`config.mk`:
```
export PLATFORM = sky130hd
export DESIGN_NAME = fga_alert_regs
export DESIGN_NICKNAME = d
export VERILOG_FILES = /design/src/fga_pkg.sv /design/src/fga_alert_regs.sv
export VERILOG_INCLUDE_DIRS = /design/src /design/src/src
export SDC_FILE = /design/constraint.sdc
export NUM_CORES = 1
export LEC_CHECK = 0
export BUFFER_PORTS_ARGS = -buffer_cell sky130_fd_sc_hd__buf_4
export CAP_MARGIN = 20
export CELL_PAD_IN_SITES_DETAIL_PLACEMENT = 1
export CELL_PAD_IN_SITES_GLOBAL_PLACEMENT = 2
export CORE_ASPECT_RATIO = 0.8
export CORE_MARGIN = 4
export CORE_UTILIZATION = 38
export DETAILED_ROUTE_END_ITERATION = 12
export PLACE_DENSITY_LB_ADDON = 0.1
export SLEW_MARGIN = 20
export SYNTH_ARGS = -nofsm -noshare
export SYNTH_HDL_FRONTEND = slang
export SYNTH_SLANG_ARGS = --single-unit
```
`constraint.sdc`:
```
create_clock -name hclk -period 6.9 [get_ports hclk]
set_input_delay 0.345 -clock hclk [delete_from_list [all_inputs] [get_ports hclk]]
set_output_delay 0.345 -clock hclk [all_outputs]
set_load 0.02 [all_outputs]
```
`src/fga_map.svh`:
```
// fuel gauge alert/status block: register offsets, field positions, resets
// assumes: included by the design file and the bench by bare name
`ifndef FGA_MAP_SVH
`define FGA_MAP_SVH

// register indices (printed offsets), byte address is four times the index
`define FGA_IDX_FLAGS        8'h00
`define FGA_IDX_VLIM         8'h01
`define FGA_IDX_TLIM         8'h02
`define FGA_IDX_SLIM         8'h03
`define FGA_IDX_STICKY       8'h1d
`define FGA_IDX_SC_TEMP      8'hb2
`define FGA_IDX_SC_CFG       8'hdb

// status bit positions
`define FGA_B_MIN_ISYS       0
`define FGA_B_POR            1
`define FGA_B_BAT_STATE      3
`define FGA_B_MAX_ISYS       4
`define FGA_B_THM_HOT        6
`define FGA_B_CHG_STEP       7
`define FGA_B_VMIN           8
`define FGA_B_TMIN           9
`define FGA_B_SMIN           10
`define FGA_B_INS            11
`define FGA_B_VMAX           12
`define FGA_B_TMAX           13
`define FGA_B_SMAX           14
`define FGA_B_REM            15

// sticky-control register bit positions
`define FGA_B_STK_CHG        14
`define FGA_B_STK_TEMP       13
`define FGA_B_STK_VOLT       12

// smart-charge config bit positions
`define FGA_B_TADJ_DIS       5
`define FGA_B_VEST_SEL       4
`define FGA_B_SC_EN          1
`define FGA_B_SF_EN          0

// reset values and write masks
`define FGA_RST_FLAGS        16'h0002
`define FGA_RST_VLIM         16'hff00
`define FGA_RST_TLIM         16'h7f80
`define FGA_RST_SLIM         16'hff00
`define FGA_RST_STICKY       16'h2000
`define FGA_RST_SC_TEMP      16'h7f80
`define FGA_RST_SC_CFG       16'h0000
`define FGA_SC_CFG_MASK      16'h0033
`define FGA_STICKY_MASK      16'h7000

// limit disable codes
`define FGA_VMAX_OFF         8'hff
`define FGA_VMIN_OFF         8'h00
`define FGA_TMAX_OFF         8'h7f
`define FGA_TMIN_OFF         8'h80
`define FGA_SMAX_OFF         8'hff
`define FGA_SMIN_OFF         8'h00

`endif

```
`src/fga_pkg.sv`:
```
// fuel gauge alert/status block: shared types
// assumes: fga_map.svh holds every number
package fga_pkg;
	typedef struct packed {
		logic [15:0] flags;
		logic [15:0] vlim;
		logic [15:0] tlim;
		logic [15:0] slim;
		logic [15:0] sticky;
		logic [15:0] sc_temp;
		logic [15:0] sc_cfg;
		logic        dph_wr;
		logic        dph_rd;
		logic [7:0]  dph_idx;
		logic [31:0] rdata;
		logic [7:0]  last_soc;
		logic        soc_seen;
		logic        bat_prev;
		logic        por_pend;
	} fga_state_t;
endpackage : fga_pkg

```
`src/fga_alert_regs.sv`:
```
// fuel gauge alert/status register bank behind an ahb-lite slave port
// assumes: measurements arrive synchronous to hclk; single word transfers
//
// Overview of operation
// - voltage limit upper byte is maximum in 20mV steps, 0xff disables it
// - voltage limit lower byte is minimum in 20mV steps, 0x00 disables it
// - status bit 12 set while cell voltage reading exceeds maximum limit
// - status bit 8 set while cell voltage reading is below minimum limit
// - bit 13 set above maximum temperature limit, bit 9 below minimum
// - status bit 14 set when charge level rises above maximum limit
// - status bit 10 set when charge level falls below minimum limit
// - bit 15 latches battery removal until software clears it
// - bit 11 latches battery insertion until software clears it
// - bit 3 reads 1 while battery removed, 0 present, 0 at power-up
// - bit 1 set by any power-on reset, 1 after power-up, software clears
// - bit 7 set on each 1% change of charge level, 0 at power-up
// - bit 6 set for hot thermistor, 0 at power-up
// - bit 4 set when system current exceeds maximum overcurrent limit
// - bit 0 set when minimum system-current threshold exceeded
// - alert, insertion and removal bits read 0 after power-up
// - smart temp upper byte is warm limit in 1C steps, 0x7f disables
// - smart temp lower byte is cool limit in 1C steps, 0x80 disables
// - config bit 5 set disables standard temperature adjustments
// - config bit 4 picks voltage estimate (1) or mixed estimate (0)
// - config bit 1 enables smart charging
// - config bit 0 enables smart full detection
// - charge sticky 1 holds charge alerts, 0 auto-clears; resets to 0
// - temperature sticky 1 holds temp alerts, 0 auto-clears; resets to 1
// - voltage sticky 1 holds voltage alerts, 0 auto-clears; resets to 0
`timescale 1ns/1ps
`include "fga_map.svh"

module fga_alert_regs (
	input  wire logic        hclk,
	input  wire logic        hresetn,
	input  wire logic        clk_en,
	input  wire logic        hsel,
	input  wire logic [31:0] haddr,
	input  wire logic [1:0]  htrans,
	input  wire logic        hwrite,
	input  wire logic [2:0]  hsize,
	input  wire logic [31:0] hwdata,
	input  wire logic        hready,
	output logic      [31:0] hrdata,
	output logic             hreadyout,
	output logic             hresp,
	input  wire logic        sw_por,
	input  wire logic [7:0]  cell_voltage_reading,
	input  wire logic [7:0]  temperature_reading,
	input  wire logic [7:0]  mixed_charge_estimate,
	input  wire logic [7:0]  voltage_charge_estimate,
	input  wire logic        battery_absent,
	input  wire logic        thermistor_hot,
	input  wire logic        isys_over_max,
	input  wire logic        isys_over_min,
	output logic             temp_adjust_disable,
	output logic             voltage_estimate_select,
	output logic             smart_charging_enable,
	output logic             smart_full_enable,
	output logic      [7:0]  warm_limit,
	output logic      [7:0]  cool_limit,
	output logic      [7:0]  smart_charge_level
);
	import fga_pkg::*;

	fga_state_t s_q;
	fga_state_t s_d;

	// ------------------------------------------------------------
	// comparators
	// ------------------------------------------------------------
	logic [7:0] soc;
	logic       v_hi, v_lo, t_hi, t_lo, c_hi, c_lo;
	logic       step, rem_ev, ins_ev;
	logic       setup, wr_hit;
	logic [15:0] wmask, wdat;

	always_comb begin
		soc  = mixed_charge_estimate;
		v_hi = (s_q.vlim[15:8] != `FGA_VMAX_OFF) &&
		       (cell_voltage_reading > s_q.vlim[15:8]);
		v_lo = (s_q.vlim[7:0] != `FGA_VMIN_OFF) &&
		       (cell_voltage_reading < s_q.vlim[7:0]);
		// temperature is two's complement, 1C per lsb
		t_hi = (s_q.tlim[15:8] != `FGA_TMAX_OFF) &&
		       ($signed(temperature_reading) > $signed(s_q.tlim[15:8]));
		t_lo = (s_q.tlim[7:0] != `FGA_TMIN_OFF) &&
		       ($signed(temperature_reading) < $signed(s_q.tlim[7:0]));
		c_hi = (s_q.slim[15:8] != `FGA_SMAX_OFF) && (soc > s_q.slim[15:8]);
		c_lo = (s_q.slim[7:0] != `FGA_SMIN_OFF) && (soc < s_q.slim[7:0]);
		step = s_q.soc_seen && (soc != s_q.last_soc);
		rem_ev = battery_absent && !s_q.bat_prev;
		ins_ev = !battery_absent && s_q.bat_prev;
	end

	// ------------------------------------------------------------
	// state update
	// ------------------------------------------------------------
	always_comb begin
		s_d   = s_q;
		setup = hsel && hready && htrans[1];
		wr_hit = s_q.dph_wr;
		wdat  = hwdata[15:0];
		wmask = 16'h0000;
		if (clk_en) begin
			// data phase: register writes
			if (wr_hit) begin
				case (s_q.dph_idx)
					`FGA_IDX_FLAGS:   wmask = ~wdat;
					`FGA_IDX_VLIM:    s_d.vlim = wdat;
					`FGA_IDX_TLIM:    s_d.tlim = wdat;
					`FGA_IDX_SLIM:    s_d.slim = wdat;
					`FGA_IDX_STICKY:  s_d.sticky = wdat & `FGA_STICKY_MASK;
					`FGA_IDX_SC_TEMP: s_d.sc_temp = wdat;
					`FGA_IDX_SC_CFG:  s_d.sc_cfg = wdat & `FGA_SC_CFG_MASK;
					default: ;
				endcase
			end
			// software clear by writing 0, hardware set wins below
			s_d.flags = s_q.flags & ~wmask;

			// auto-clear when not sticky and back inside limits
			if (!s_q.sticky[`FGA_B_STK_VOLT]) begin
				s_d.flags[`FGA_B_VMAX] = 1'b0;
				s_d.flags[`FGA_B_VMIN] = 1'b0;
			end
			if (!s_q.sticky[`FGA_B_STK_TEMP]) begin
				s_d.flags[`FGA_B_TMAX] = 1'b0;
				s_d.flags[`FGA_B_TMIN] = 1'b0;
			end
			if (!s_q.sticky[`FGA_B_STK_CHG]) begin
				s_d.flags[`FGA_B_SMAX] = 1'b0;
				s_d.flags[`FGA_B_SMIN] = 1'b0;
			end
			// level-following bits
			s_d.flags[`FGA_B_MAX_ISYS] = isys_over_max;
			s_d.flags[`FGA_B_MIN_ISYS] = isys_over_min;
			s_d.flags[`FGA_B_BAT_STATE] = battery_absent;
			s_d.flags[`FGA_B_THM_HOT] = thermistor_hot;
			// hardware sets
			if (v_hi) s_d.flags[`FGA_B_VMAX] = 1'b1;
			if (v_lo) s_d.flags[`FGA_B_VMIN] = 1'b1;
			if (t_hi) s_d.flags[`FGA_B_TMAX] = 1'b1;
			if (t_lo) s_d.flags[`FGA_B_TMIN] = 1'b1;
			if (c_hi) s_d.flags[`FGA_B_SMAX] = 1'b1;
			if (c_lo) s_d.flags[`FGA_B_SMIN] = 1'b1;
			if (step) s_d.flags[`FGA_B_CHG_STEP] = 1'b1;
			if (rem_ev) s_d.flags[`FGA_B_REM] = 1'b1;
			if (ins_ev) s_d.flags[`FGA_B_INS] = 1'b1;
			// por_pend carries the reset event into the first live cycle
			if (sw_por || s_q.por_pend) s_d.flags[`FGA_B_POR] = 1'b1;
			s_d.flags[2] = 1'b0;
			s_d.flags[5] = 1'b0;
			s_d.por_pend = 1'b0;
			s_d.last_soc = soc;
			s_d.soc_seen = 1'b1;
			s_d.bat_prev = battery_absent;

			// address phase capture; read data prepared for data phase
			s_d.dph_wr  = setup && hwrite;
			s_d.dph_rd  = setup && !hwrite;
			s_d.dph_idx = haddr[9:2];
			s_d.rdata   = 32'h0000_0000;
			if (setup && !hwrite) begin
				case (haddr[9:2])
					`FGA_IDX_FLAGS:   s_d.rdata = {16'h0000, s_d.flags};
					`FGA_IDX_VLIM:    s_d.rdata = {16'h0000, s_d.vlim};
					`FGA_IDX_TLIM:    s_d.rdata = {16'h0000, s_d.tlim};
					`FGA_IDX_SLIM:    s_d.rdata = {16'h0000, s_d.slim};
					`FGA_IDX_STICKY:  s_d.rdata = {16'h0000, s_d.sticky};
					`FGA_IDX_SC_TEMP: s_d.rdata = {16'h0000, s_d.sc_temp};
					`FGA_IDX_SC_CFG:  s_d.rdata = {16'h0000, s_d.sc_cfg};
					default:          s_d.rdata = 32'h0000_0000;
				endcase
			end
		end
	end

	always_ff @(posedge hclk or negedge hresetn) begin
		if (!hresetn) begin
			s_q.flags    <= `FGA_RST_FLAGS;
			s_q.vlim     <= `FGA_RST_VLIM;
			s_q.tlim     <= `FGA_RST_TLIM;
			s_q.slim     <= `FGA_RST_SLIM;
			s_q.sticky   <= `FGA_RST_STICKY;
			s_q.sc_temp  <= `FGA_RST_SC_TEMP;
			s_q.sc_cfg   <= `FGA_RST_SC_CFG;
			s_q.dph_wr   <= 1'b0;
			s_q.dph_rd   <= 1'b0;
			s_q.dph_idx  <= 8'h00;
			s_q.rdata    <= 32'h0000_0000;
			s_q.last_soc <= 8'h00;
			s_q.soc_seen <= 1'b0;
			s_q.bat_prev <= 1'b0;
			s_q.por_pend <= 1'b1;
		end else begin
			s_q <= s_d;
		end
	end

	// ------------------------------------------------------------
	// outputs
	// ------------------------------------------------------------
	// zero wait states: hreadyout flop is 0 in reset, then 1 from the first enabled cycle
	logic ready_q;
	always_ff @(posedge hclk or negedge hresetn) begin
		if (!hresetn) begin
			ready_q <= 1'b0;
		end else if (clk_en) begin
			ready_q <= 1'b1;
		end
	end

	assign hreadyout = ready_q;
	assign hresp     = 1'b0;
	assign hrdata    = s_q.rdata;
	assign temp_adjust_disable     = s_q.sc_cfg[`FGA_B_TADJ_DIS];
	assign voltage_estimate_select = s_q.sc_cfg[`FGA_B_VEST_SEL];
	assign smart_charging_enable   = s_q.sc_cfg[`FGA_B_SC_EN];
	assign smart_full_enable       = s_q.sc_cfg[`FGA_B_SF_EN];
	assign warm_limit = s_q.sc_temp[15:8];
	assign cool_limit = s_q.sc_temp[7:0];

	// selected estimate registered so the output comes from a flop
	logic [7:0] sel_q;
	always_ff @(posedge hclk or negedge hresetn) begin
		if (!hresetn) begin
			sel_q <= 8'h00;
		end else if (clk_en) begin
			sel_q <= s_q.sc_cfg[`FGA_B_VEST_SEL] ? voltage_charge_estimate
			                                     : mixed_charge_estimate;
		end
	end
	assign smart_charge_level = sel_q;

	// ------------------------------------------------------------
	// assertions
	// ------------------------------------------------------------
	vmax_set_a: assert property (@(posedge hclk) disable iff (!hresetn)
		clk_en && v_hi |=> s_q.flags[`FGA_B_VMAX])
		else $error("voltage max flag not set");
	vmin_set_a: assert property (@(posedge hclk) disable iff (!hresetn)
		clk_en && v_lo |=> s_q.flags[`FGA_B_VMIN])
		else $error("voltage min flag not set");
	vmax_off_a: assert property (@(posedge hclk) disable iff (!hresetn)
		clk_en && s_q.vlim[15:8] == `FGA_VMAX_OFF && !s_q.sticky[12]
		|=> !s_q.flags[`FGA_B_VMAX])
		else $error("disabled max voltage alert set");
	tmax_set_a: assert property (@(posedge hclk) disable iff (!hresetn)
		clk_en && t_hi |=> s_q.flags[`FGA_B_TMAX])
		else $error("temp max flag not set");
	soc_auto_a: assert property (@(posedge hclk) disable iff (!hresetn)
		clk_en && !s_q.sticky[`FGA_B_STK_CHG] && !c_hi
		|=> !s_q.flags[`FGA_B_SMAX])
		else $error("charge max flag did not auto clear");
	rem_hold_a: assert property (@(posedge hclk) disable iff (!hresetn)
		s_q.flags[`FGA_B_REM] && !(wr_hit && s_q.dph_idx == 8'h00)
		|=> s_q.flags[`FGA_B_REM])
		else $error("removal flag dropped without clear");
	ins_set_a: assert property (@(posedge hclk) disable iff (!hresetn)
		clk_en && ins_ev |=> s_q.flags[`FGA_B_INS])
		else $error("insertion flag not set");
	bat_state_a: assert property (@(posedge hclk) disable iff (!hresetn)
		clk_en |=> s_q.flags[`FGA_B_BAT_STATE] == $past(battery_absent))
		else $error("battery state bit wrong");

	vmin_off_a: assert property (@(posedge hclk)
		disable iff (!hresetn)
		clk_en && s_q.vlim[7:0] == `FGA_VMIN_OFF && !s_q.sticky[12]
		|=> !s_q.flags[`FGA_B_VMIN])
		else $error("disabled min voltage alert set");

	vmax_auto_a: assert property (@(posedge hclk)
		disable iff (!hresetn)
		clk_en && !s_q.sticky[`FGA_B_STK_VOLT] && !v_hi
		|=> !s_q.flags[`FGA_B_VMAX])
		else $error("voltage max flag did not auto clear");

	tmin_set_a: assert property (@(posedge hclk)
		disable iff (!hresetn)
		clk_en && t_lo |=> s_q.flags[`FGA_B_TMIN])
		else $error("temp min flag not set");

	tmax_hold_a: assert property (@(posedge hclk)
		disable iff (!hresetn)
		clk_en && s_q.sticky[`FGA_B_STK_TEMP] && s_q.flags[`FGA_B_TMAX] &&
		!(wr_hit && s_q.dph_idx == `FGA_IDX_FLAGS) |=> s_q.flags[`FGA_B_TMAX])
		else $error("sticky temp max flag dropped");

	smax_set_a: assert property (@(posedge hclk)
		disable iff (!hresetn)
		clk_en && c_hi |=> s_q.flags[`FGA_B_SMAX])
		else $error("charge max flag not set");

	smin_set_a: assert property (@(posedge hclk)
		disable iff (!hresetn)
		clk_en && c_lo |=> s_q.flags[`FGA_B_SMIN])
		else $error("charge min flag not set");

	rem_set_a: assert property (@(posedge hclk)
		disable iff (!hresetn)
		clk_en && rem_ev |=> s_q.flags[`FGA_B_REM])
		else $error("removal flag not set");

	ins_hold_a: assert property (@(posedge hclk)
		disable iff (!hresetn)
		s_q.flags[`FGA_B_INS] && !(wr_hit && s_q.dph_idx == `FGA_IDX_FLAGS)
		|=> s_q.flags[`FGA_B_INS])
		else $error("insertion flag dropped without clear");

	por_set_a: assert property (@(posedge hclk)
		disable iff (!hresetn)
		clk_en && sw_por |=> s_q.flags[`FGA_B_POR])
		else $error("power-on flag not set");

	step_set_a: assert property (@(posedge hclk)
		disable iff (!hresetn)
		clk_en && step |=> s_q.flags[`FGA_B_CHG_STEP])
		else $error("charge step flag not set");

	thm_hot_a: assert property (@(posedge hclk)
		disable iff (!hresetn)
		clk_en |=> s_q.flags[`FGA_B_THM_HOT] == $past(thermistor_hot))
		else $error("thermistor hot bit wrong");

	isys_max_a: assert property (@(posedge hclk)
		disable iff (!hresetn)
		clk_en |=> s_q.flags[`FGA_B_MAX_ISYS] == $past(isys_over_max))
		else $error("max system current bit wrong");

	isys_min_a: assert property (@(posedge hclk)
		disable iff (!hresetn)
		clk_en |=> s_q.flags[`FGA_B_MIN_ISYS] == $past(isys_over_min))
		else $error("min system current bit wrong");

	cfg_tadj_a: assert property (@(posedge hclk)
		disable iff (!hresetn)
		clk_en && wr_hit && s_q.dph_idx == `FGA_IDX_SC_CFG
		|=> temp_adjust_disable == $past(hwdata[`FGA_B_TADJ_DIS]))
		else $error("temp adjust disable not written");

	cfg_vsel_a: assert property (@(posedge hclk)
		disable iff (!hresetn)
		clk_en && wr_hit && s_q.dph_idx == `FGA_IDX_SC_CFG
		|=> voltage_estimate_select == $past(hwdata[`FGA_B_VEST_SEL]))
		else $error("estimate select not written");

	cfg_scen_a: assert property (@(posedge hclk)
		disable iff (!hresetn)
		clk_en && wr_hit && s_q.dph_idx == `FGA_IDX_SC_CFG
		|=> smart_charging_enable == $past(hwdata[`FGA_B_SC_EN]))
		else $error("smart charging enable not written");

	cfg_sfen_a: assert property (@(posedge hclk)
		disable iff (!hresetn)
		clk_en && wr_hit && s_q.dph_idx == `FGA_IDX_SC_CFG
		|=> smart_full_enable == $past(hwdata[`FGA_B_SF_EN]))
		else $error("smart full enable not written");

	rdata_idle_a: assert property (@(posedge hclk)
		disable iff (!hresetn)
		!s_q.dph_rd |-> hrdata == 32'h0000_0000)
		else $error("read data outside read data phase");

	flag_clear_a: assert property (@(posedge hclk)
		disable iff (!hresetn)
		clk_en && wr_hit && s_q.dph_idx == `FGA_IDX_FLAGS &&
		!hwdata[`FGA_B_REM] && !rem_ev |=> !s_q.flags[`FGA_B_REM])
		else $error("removal flag not cleared by write");
endmodule : fga_alert_regs

```
# After elaboration in Yosys (flattened, before gate mapping)
# Cells that the tools add are included.
# word_totals
register_bits,170
input_bits,112
output_inout_bits,62
word_cells,91
# op_classes
magnitude_cmp,6
n_eq_ne,17
n_mux,29
bitwise,3
reduce_logical,21
# ops
operator,n
16-bit two-way mux,10
16-bit case mux with 7 select lines,1
96-bit two-way mux,1
"8-bit by 2-bit equality test with 1-bit output, second input constant",4
"8-bit equality test, second input constant",4
16-bit inverter,2
8-bit greater-than comparator,3
8-bit less-than comparator,3
"8-bit != test, second input constant",3
16-bit AND,1
"8-bit by 1-bit equality test with 1-bit output, second input constant",2
"8-bit by 5-bit equality test with 1-bit output, second input constant",2
8-bit zero test,2
1-bit two-way mux,16
8-bit nonzero test,2
1-bit logical AND,13
8-bit two-way mux,1
"8-bit by 7-bit != test with 1-bit output, second input constant",1
8-bit != test,1
1-bit zero test,3
1-bit logical OR,1

# Logic depth before layout (Yosys ltp)
# Gate-level depths: netlist (run 1).
# depth
depth_word,10
ltp_mapped,9
ltp_nobuf,8

# Worst setup path before layout (run 1)
# No wires, ideal clock.
# synth_path
path_kind,register to register
from,reg s_q[45] in the netlist's numbering
to,"reg s_q, in the netlist hrdata[14]"
setup_time_ns,0.126
arrival_time_ns,2.534
required_ns,6.774
path_slack_ns,4.240
stages_incl_launch_ff,9
path_buffers,2
period_less_slack_ns,2.660
cell_sequence,dfrtp_1 or4b_1 buf_2 or3_1 buf_6 mux2i_1 o22ai_1 or4_1 a221o_1
# synth_between
elab_chain_len,10
word_cells_on_any_way,23
classes_between,eq/ne (6); mux (14); bitwise (2); reduce/logical (1)
# synth_rtl
item,line_no,rtl
"start, declared",fga_alert_regs.sv:66,fga_state_t s_q;
8-bit zero test,fga_alert_regs.sv:108,case (s_q.dph_idx)
16-bit two-way mux,fga_alert_regs.sv:108,
16-bit two-way mux,fga_alert_regs.sv:107,if (wr_hit) begin
16-bit two-way mux,fga_alert_regs.sv:105,if (clk_en) begin
16-bit inverter,fga_alert_regs.sv:120,s_d.flags = s_q.flags & ~wmask;
16-bit AND,fga_alert_regs.sv:120,
1-bit two-way mux,fga_alert_regs.sv:131,if (!s_q.sticky[`FGA_B_STK_CHG]) begin
1-bit two-way mux,fga_alert_regs.sv:145,if (c_hi) s_d.flags[`FGA_B_SMAX] = 1'b1;
16-bit case mux with 7 select lines (*),fga_alert_regs.sv:165,case (haddr[9:2])
16-bit two-way mux (*),fga_alert_regs.sv:164,if (setup && !hwrite) begin
# Mark *: on every way between the ends. The rest lies on a longest branch, timed or not. The select of a mux whose other input is x is not followed.
# A chain may end at the register's enable or synchronous reset.

# Worst setup path after layout (run 1)
# Ends and elaborated chain as after synthesis.

==> results of run 1 <==
## worst max path at each step
| stage | start | end | slack, ps | depth (start not counted) |
|---|---|---|---|---|
| detailed placement | clk_en | hrdata[12]$_DFFE_PN0P_ | 3450 | 6 |
| CTS | s_q[46]$_DFFE_PN0P_ | hrdata[14]$_DFFE_PN0P_ | 3450 | 6 |
| floorplan | s_q[45]$_DFFE_PN0P_ | hrdata[14]$_DFFE_PN0P_ | 4240 | 8 |
| global placement | clk_en | hrdata[12]$_DFFE_PN0P_ | 3520 | 6 |
| finish | s_q[45]$_DFFE_PN0P_ | hrdata[14]$_DFFE_PN0P_ | 3480 | 6 |
| global route | s_q[46]$_DFFE_PN0P_ | hrdata[14]$_DFFE_PN0P_ | 3180 | 6 |
## cell type report
cell class / instances / share of cell area [%]
multi-input combinational: 584 / 43.7
sequential: 150 / 36.3
timing repair buffer: 116 / 8.35
clock buffer: 18 / 4.19
tap: 312 / 3.73
inverter: 53 / 1.90
clock inverter: 13 / 1.88
## report_power, final
part / switching (W) / internal [W] / leakage [nW]
logic: 0.000149 / 0.000106 / 2.52
registers: 0.0000350 / 0.000919 / 1.85
clock network: 0.000411 / 0.000619 / 0.304
## layer usage
layer	wire length, microns	vias up	part of all wire [%]	global-route usage (%)
li1	-	3188	-	-
met1	14900	3676	48	33.8
met2	13600	204	44	35.7
met3	1740	36	5.6	6.12
met4	588	2	1.9	6.20
met5	12	-	0.039	0
## through the flow
stage | std cells | hold WS [ps] | setup slack [ps] | area [sq um]
after CTS | 1246 | 35.1 | 3450 | 10500
after detailed placement | 1215 | 473 | 3450 | 9840
final | 1246 | -10.1 | 3480 | 10500
after global placement | 1215 | 467 | 3520 | 9830
after floorplan | 883 | 49.4 | 4240 | 9110
after global routing | 1246 | 64.3 | 3180 | 10500
## layout by cell type, fill, tap and decap left out, drive strengths merged, types with 7 or more instances in the layout
cell       n
nand2     36
conb      17
buf      116
nand2b     7
o21ai     30
nor2      35
xnor2      8
dfstp     35
nor2b     18
mux2i     73
mux2      86
o211ai     8
nor3       9
clkbuf    18
o2bb2ai    7
nand4     18
nor4      10
and2      26
ha        45
dfrtp    115
inv       56
a21oi     33
o22ai     25
## flip-flops by register name (all words and copies together) (netlist names)
register / cells
temp_adjust_disable: 1
smart_charging_enable: 1
voltage_estimate_select: 1
hrdata: 16
warm_limit: 8
cool_limit: 8
smart_full_enable: 1
s_q: 104
wr_hit: 1
hreadyout: 1
smart_charge_level: 8
## cells by family (layout without fill, tap and decap cells)
group	count (synthesis)	in the layout
xor gates and xnor gates	8	8
adders and majority gates	45	45
other	1	17
AOI/OAI and AO/OA	157	157
muxes	159	159
and+or+nand+nor	198	198
DFF	150	150
buffers and inverters	149	200
==> flow_summary_export.csv, run 1 <==
group,metric,value,unit
die,dieWidth,181,microns
sta,tightest_slew,1030,ps
synth,synthTopCellsByArea,"dfrtp_1, mux2_2, dfstp_2",
synth,synth.yosys.warnings,0,
placement,hpwlAfterDp,22.7,mm
cts,postCtsSetupRepairBufs,0,
cells_and_area,fill_cells,2589,
worst_setup_path,r2r_slack,3480,ps
cells_and_area,synthToLayoutAreaGrowth,15.8,%
global_route,grt_max_degree,95,
synth,synth_compound_area_share,11.6,%
sta,finalCriticalPeriod,3420,ps
cts,cts.repair.resized,0,
synth,synth_fa_ha_area_share,6.22,%
worst_setup_path,required,7220,ps
worst_setup_path,timing.critical_path.buf_inv,0,
cts,h-tree-depth,4,
sta,fmax,0.293,GHz
worst_setup_path,r2r_start,"s_q[45]$_DFFE_PN0P_",
die,initial_core_util,38.7,%
power,p_total,0.00224,W
synth,muxShareOfSynthArea,18.8,%
sta,slew_headroom,31.1,%
synth,ys_seq_area_share,42.0,%
drt,antenna_left,0,
synth,synth_edf_count,0,
global_route,antenna_found_initial,1,
cells_and_area,nets,1079,
synth,synth_area_leader_cell,"dfrtp_1",
die,core_area,23400,sq um
die,die_y,146,microns
synth,yosys.area_share.simple,12.2,%
worst_setup_path,worstPathArrival,3740,ps
cts,path_clk_slew,70,ps
cts,cts_root_buffer,"clkbuf_16",
die,row_count,50,
synth,synth_async_sr_flop_share,100,%
drt,drt_iter0_drc,449,
cells_and_area,n_antenna_cell,0,
synth,synth_cell_types,64,
cells_and_area,post-route-util,44.8,%
sta,slew_viol_final,0,
global_route,groute.usage.overall,23.6,%
cts,clock_sinks,150,
drt,routed_wl,30.9,mm
cts,cts_hold_buf,0,
drt,dr_total_vias,7106,
placement,io_buffer_count,112,
die,io_pins,174,
drt,routed_via_density,5.70,
synth,avgSynthCellArea,10.4,sq um
worst_setup_path,path_class,"reg -> reg",
placement,gp_congestion,0.841,
worst_setup_path,start_kind,"register",
drt,drc,0,
drt,wire_per_inst,24.8,microns
cells_and_area,multiInputGateArea,4580,sq um
cells_and_area,final-seq-area,3800,sq um
cells_and_area,drive_gt1_share,30.0,%
synth,synth_top_family_by_area,"multiplexers",
power,power_density,214,nW/um^2
synth,synthFlopType,"dfrtp_1",
worst_setup_path,critPathSlowestCell,"nand3_1",
worst_setup_path,cp_cell_sequence,"nor4b_1 > nand3_1 > mux2i_1 > o22ai_1 > or4_1 > a221o_1",
synth,synth-xor-area-share,0.775,%
sta,hold_viol,1,
sta,fin_worst_skew,10.3,ps
cts,cts.path.max_buffers,2,
worst_setup_path,r2r_end,"hrdata[14]$_DFFE_PN0P_",
worst_setup_path,reg2reg_depth,6,
drt,dr.pass1.iters,5,
sta,fin_setup_tns,0,ps
worst_setup_path,crit_fanout,13,
run,maxCapViolCount,0,
cts,numCtsBuffers,17,
global_route,grt_pass1_wl,47.9,mm
worst_setup_path,endpoint_kind,"register",
sta,whs,-10.1,ps
synth,netlist_area,9050,sq um
cts,cts_tree,"yes",
die,die-area,26400,sq um
global_route,grt_overflow,0,
synth,syn_inst,867,
worst_setup_path,critical_path.top_delay_family,"simple AND/OR/NAND/NOR gates",
status,violations,"hold timing",
status,status,"finished with violations",
synth,synth_most_common_cell,"dfrtp_1",
synth,synth_top_area_share,31.8,%
cts,clock_latency,440,ps
power,ir_drop,0.134,mV
synth,synthTopCellsByCount,"dfrtp_1, mux2_2, mux2i_1",
power,p_leak,4.67,nW
worst_setup_path,critPathMaxStageDelay,840,ps
sta,min_period_over_period,49.5,%
sta,setup_viol,0,
synth,ys_ff_latch,150,
worst_hold_path,hp-class,"in -> async",
global_route,grt_pass1_vias,7861,
sta,rsz0062_at_grt,"false",
(Power assumes the default switching activity.)
==> run 2: changes to the inputs <==
Settings changed: CORE_UTILIZATION 38 to 36.
Clock period 6.9 ns to 3.2 ns, I/O delays scaled along.
==> run 2 against run 1 <==
The run now ends clean; flip-flop and latch count unchanged; maximum frequency up 15%; clock power is 110% higher; worst hold slack improved by 37 ps; clock skew grew 1.3 ps; critical path depth is 1 higher; core utilization fell by 1.2 points; register-to-register slack worse by 3200 ps; highest routed layer is now met4.
==> flow_summary_export.csv, run 2 (synthesis results as in run 1) <==
group,metric,value,unit
sta,fin_worst_skew,11.6,ps
cts,cts.path.max_buffers,2,
power,ir_drop,0.330,mV
sta,tightest_slew,960,ps
cts,cts_root_buffer,"clkbuf_16",
worst_setup_path,worstSetupStartpoint,"s_q[45]$_DFFE_PN0P_",
die,row_count,51,
placement,gp_congestion,0.874,
cells_and_area,final_cell_mix,"buf_4, dfrtp_1, mux2_2",
cells_and_area,largest-register,"s_q",
placement,hpwlAfterDp,23.3,mm
cts,clock_sinks,150,
drt,dr.pass1.iters,5,
drt,routed_wl,31.6,mm
drt,dr_total_vias,7149,
worst_setup_path,crit_path_end,"hrdata[12]$_DFFE_PN0P_",
global_route,grt_overflow,0,
sta,min_period_over_period,92.7,%
worst_setup_path,worstPathArrival,3240,ps
cts,clock_latency,430,ps
worst_setup_path,crit_fanout,15,
global_route,grt_pass1_wl,48.6,mm
cells_and_area,n_antenna_cell,0,
power,power_density,449,nW/um^2
cells_and_area,drive_gt1_share,30.4,%
sta,finalCriticalPeriod,2960,ps
die,die_y,150,microns
worst_setup_path,r2r_slack,240,ps
worst_setup_path,path_class,"reg -> reg",
sta,slew_headroom,36.0,%
worst_setup_path,r2r_end,"hrdata[12]$_DFFE_PN0P_",
die,initial_core_util,36.9,%
sta,fmax,0.337,GHz
global_route,groute.usage.overall,23.3,%
die,core_area,24500,sq um
cells_and_area,final_common_cell,"buf_4",
cells_and_area,nets,1105,
drt,drc,0,
sta,fin_setup_tns,0,ps
cts,path_clk_slew,70,ps
worst_setup_path,cp_cell_sequence,"or4b_1 > or3_1 > buf_4 > mux2i_1 > o22ai_1 > o41ai_1 > o311ai_0",
cells_and_area,largest_reg_flops,104,
cts,cts_tree,"yes",
worst_setup_path,critPathMaxStageDelay,660,ps
die,io_pins,174,
placement,dpl-instance-area,9970,sq um
die,dieWidth,185,microns
worst_setup_path,reg2reg_depth,7,
sta,hold_viol,0,
worst_hold_path,hp-class,"in -> reg",
drt,routed_via_density,5.59,
sta,slew_viol_final,0,
sta,setup_viol,0,
global_route,grt_max_degree,99,
sta,rsz0062_at_grt,"false",
power,p_total,0.00480,W
die,die-area,27700,sq um
power,p_leak,4.78,nW
drt,wire_per_inst,24.7,microns
worst_setup_path,r2r_start,"s_q[45]$_DFFE_PN0P_",
cts,cts.repair.resized,0,
worst_setup_path,start_kind,"register",
cts,h-tree-depth,4,
placement,io_buffer_count,112,
worst_setup_path,required,3470,ps
worst_setup_path,critPathSlowestCell,"or4b_1",
run,maxCapViolCount,0,
drt,antenna_left,0,
drt,drt_iter0_drc,442,
worst_hold_path,hold_start,"haddr[9]",
cells_and_area,final_area,10700,sq um
cells_and_area,synthToLayoutAreaGrowth,18.1,%
worst_setup_path,endpoint_kind,"register",
global_route,antenna_found_initial,0,
global_route,grt_pass1_vias,7784,
cts,numCtsBuffers,17,
status,status,"finished, final reports clean",
[run 2: cell count changes in the layout (fill, tap and decap cells not counted), sizes merged]
cell	previous run	this run
buf	116	132
clkinvlp	2	4
clkinv	4	3
inv	56	54
dlygate4sd3	0	10
clkbuf	18	19
[run 2: critical path, delay by kind of cell, from the launching register on]
kind | cells | cell delay, ps
compound gates | 3 | 740
flops | 1 | 420
buf+inv | 1 | 270
mux | 1 | 200
simple gates | 2 | 1180
[run 2: metrics by stage]
step | setup slack (ps) | instances | util (%) | hold slack, ps
2_1_floorplan | 540 | 883 | - | -136
3_3_place_gp | 332 | 1237 | 40.7 | 339
3_5_place_dp | 320 | 1237 | 40.7 | 356
4_1_cts | 300 | 1278 | 43.6 | 12.4
5_1_grt | 130 | 1278 | 43.6 | 19.9
6_report | 235 | 1278 | 43.6 | 27.3
[run 2: layout make-up]
class	count	area [sq um]
multi-input cells	584	4560
clock buffers	19	443
inverters	53	199
fillers	2730	13800
well taps	318	398
repair buffers	142	1110
clock inverters	12	178
flip-flops and latches	150	3800
[run 2: routing by layer]
| metal | track usage, % | share of wire, % |
|---|---|---|
| met1 | 34.0 | 48 |
| met2 | 36.3 | 45 |
| met3 | 3.94 | 5.2 |
| met4 | 5.21 | 1.5 |
| met5 | 0 | 0 |
[run 2: worst min path at each step]
stage,end,cells past startpoint
finish,s_q[50]$_DFFE_PN0P_,2
global placement,wr_hit$_DFFE_PN0P_,1
detailed placement,s_q[50]$_DFFE_PN0P_,1
global route,s_q[3]$_DFFE_PN0P_,2
floorplan,cool_limit[0]$_DFFE_PN0P_,0
CTS,s_q[50]$_DFFE_PN0P_,2
[run 2: power breakdown]
| group | switching [W] | internal [W] | total [W] |
|---|---|---|---|
| clock network | 0.000851 | 0.00132 | 0.00217 |
| registers | 0.0000788 | 0.00198 | 0.00206 |
| logic | 0.000327 | 0.000241 | 0.000568 |
| total | 0.00126 | 0.00355 | 0.00480 |
[run 2: repair_timing]
action / in CTS / in global routing
hold buffers: 10 / 0
buffers inserted: 0 / 0
hold endpoints to repair: 94 / 0
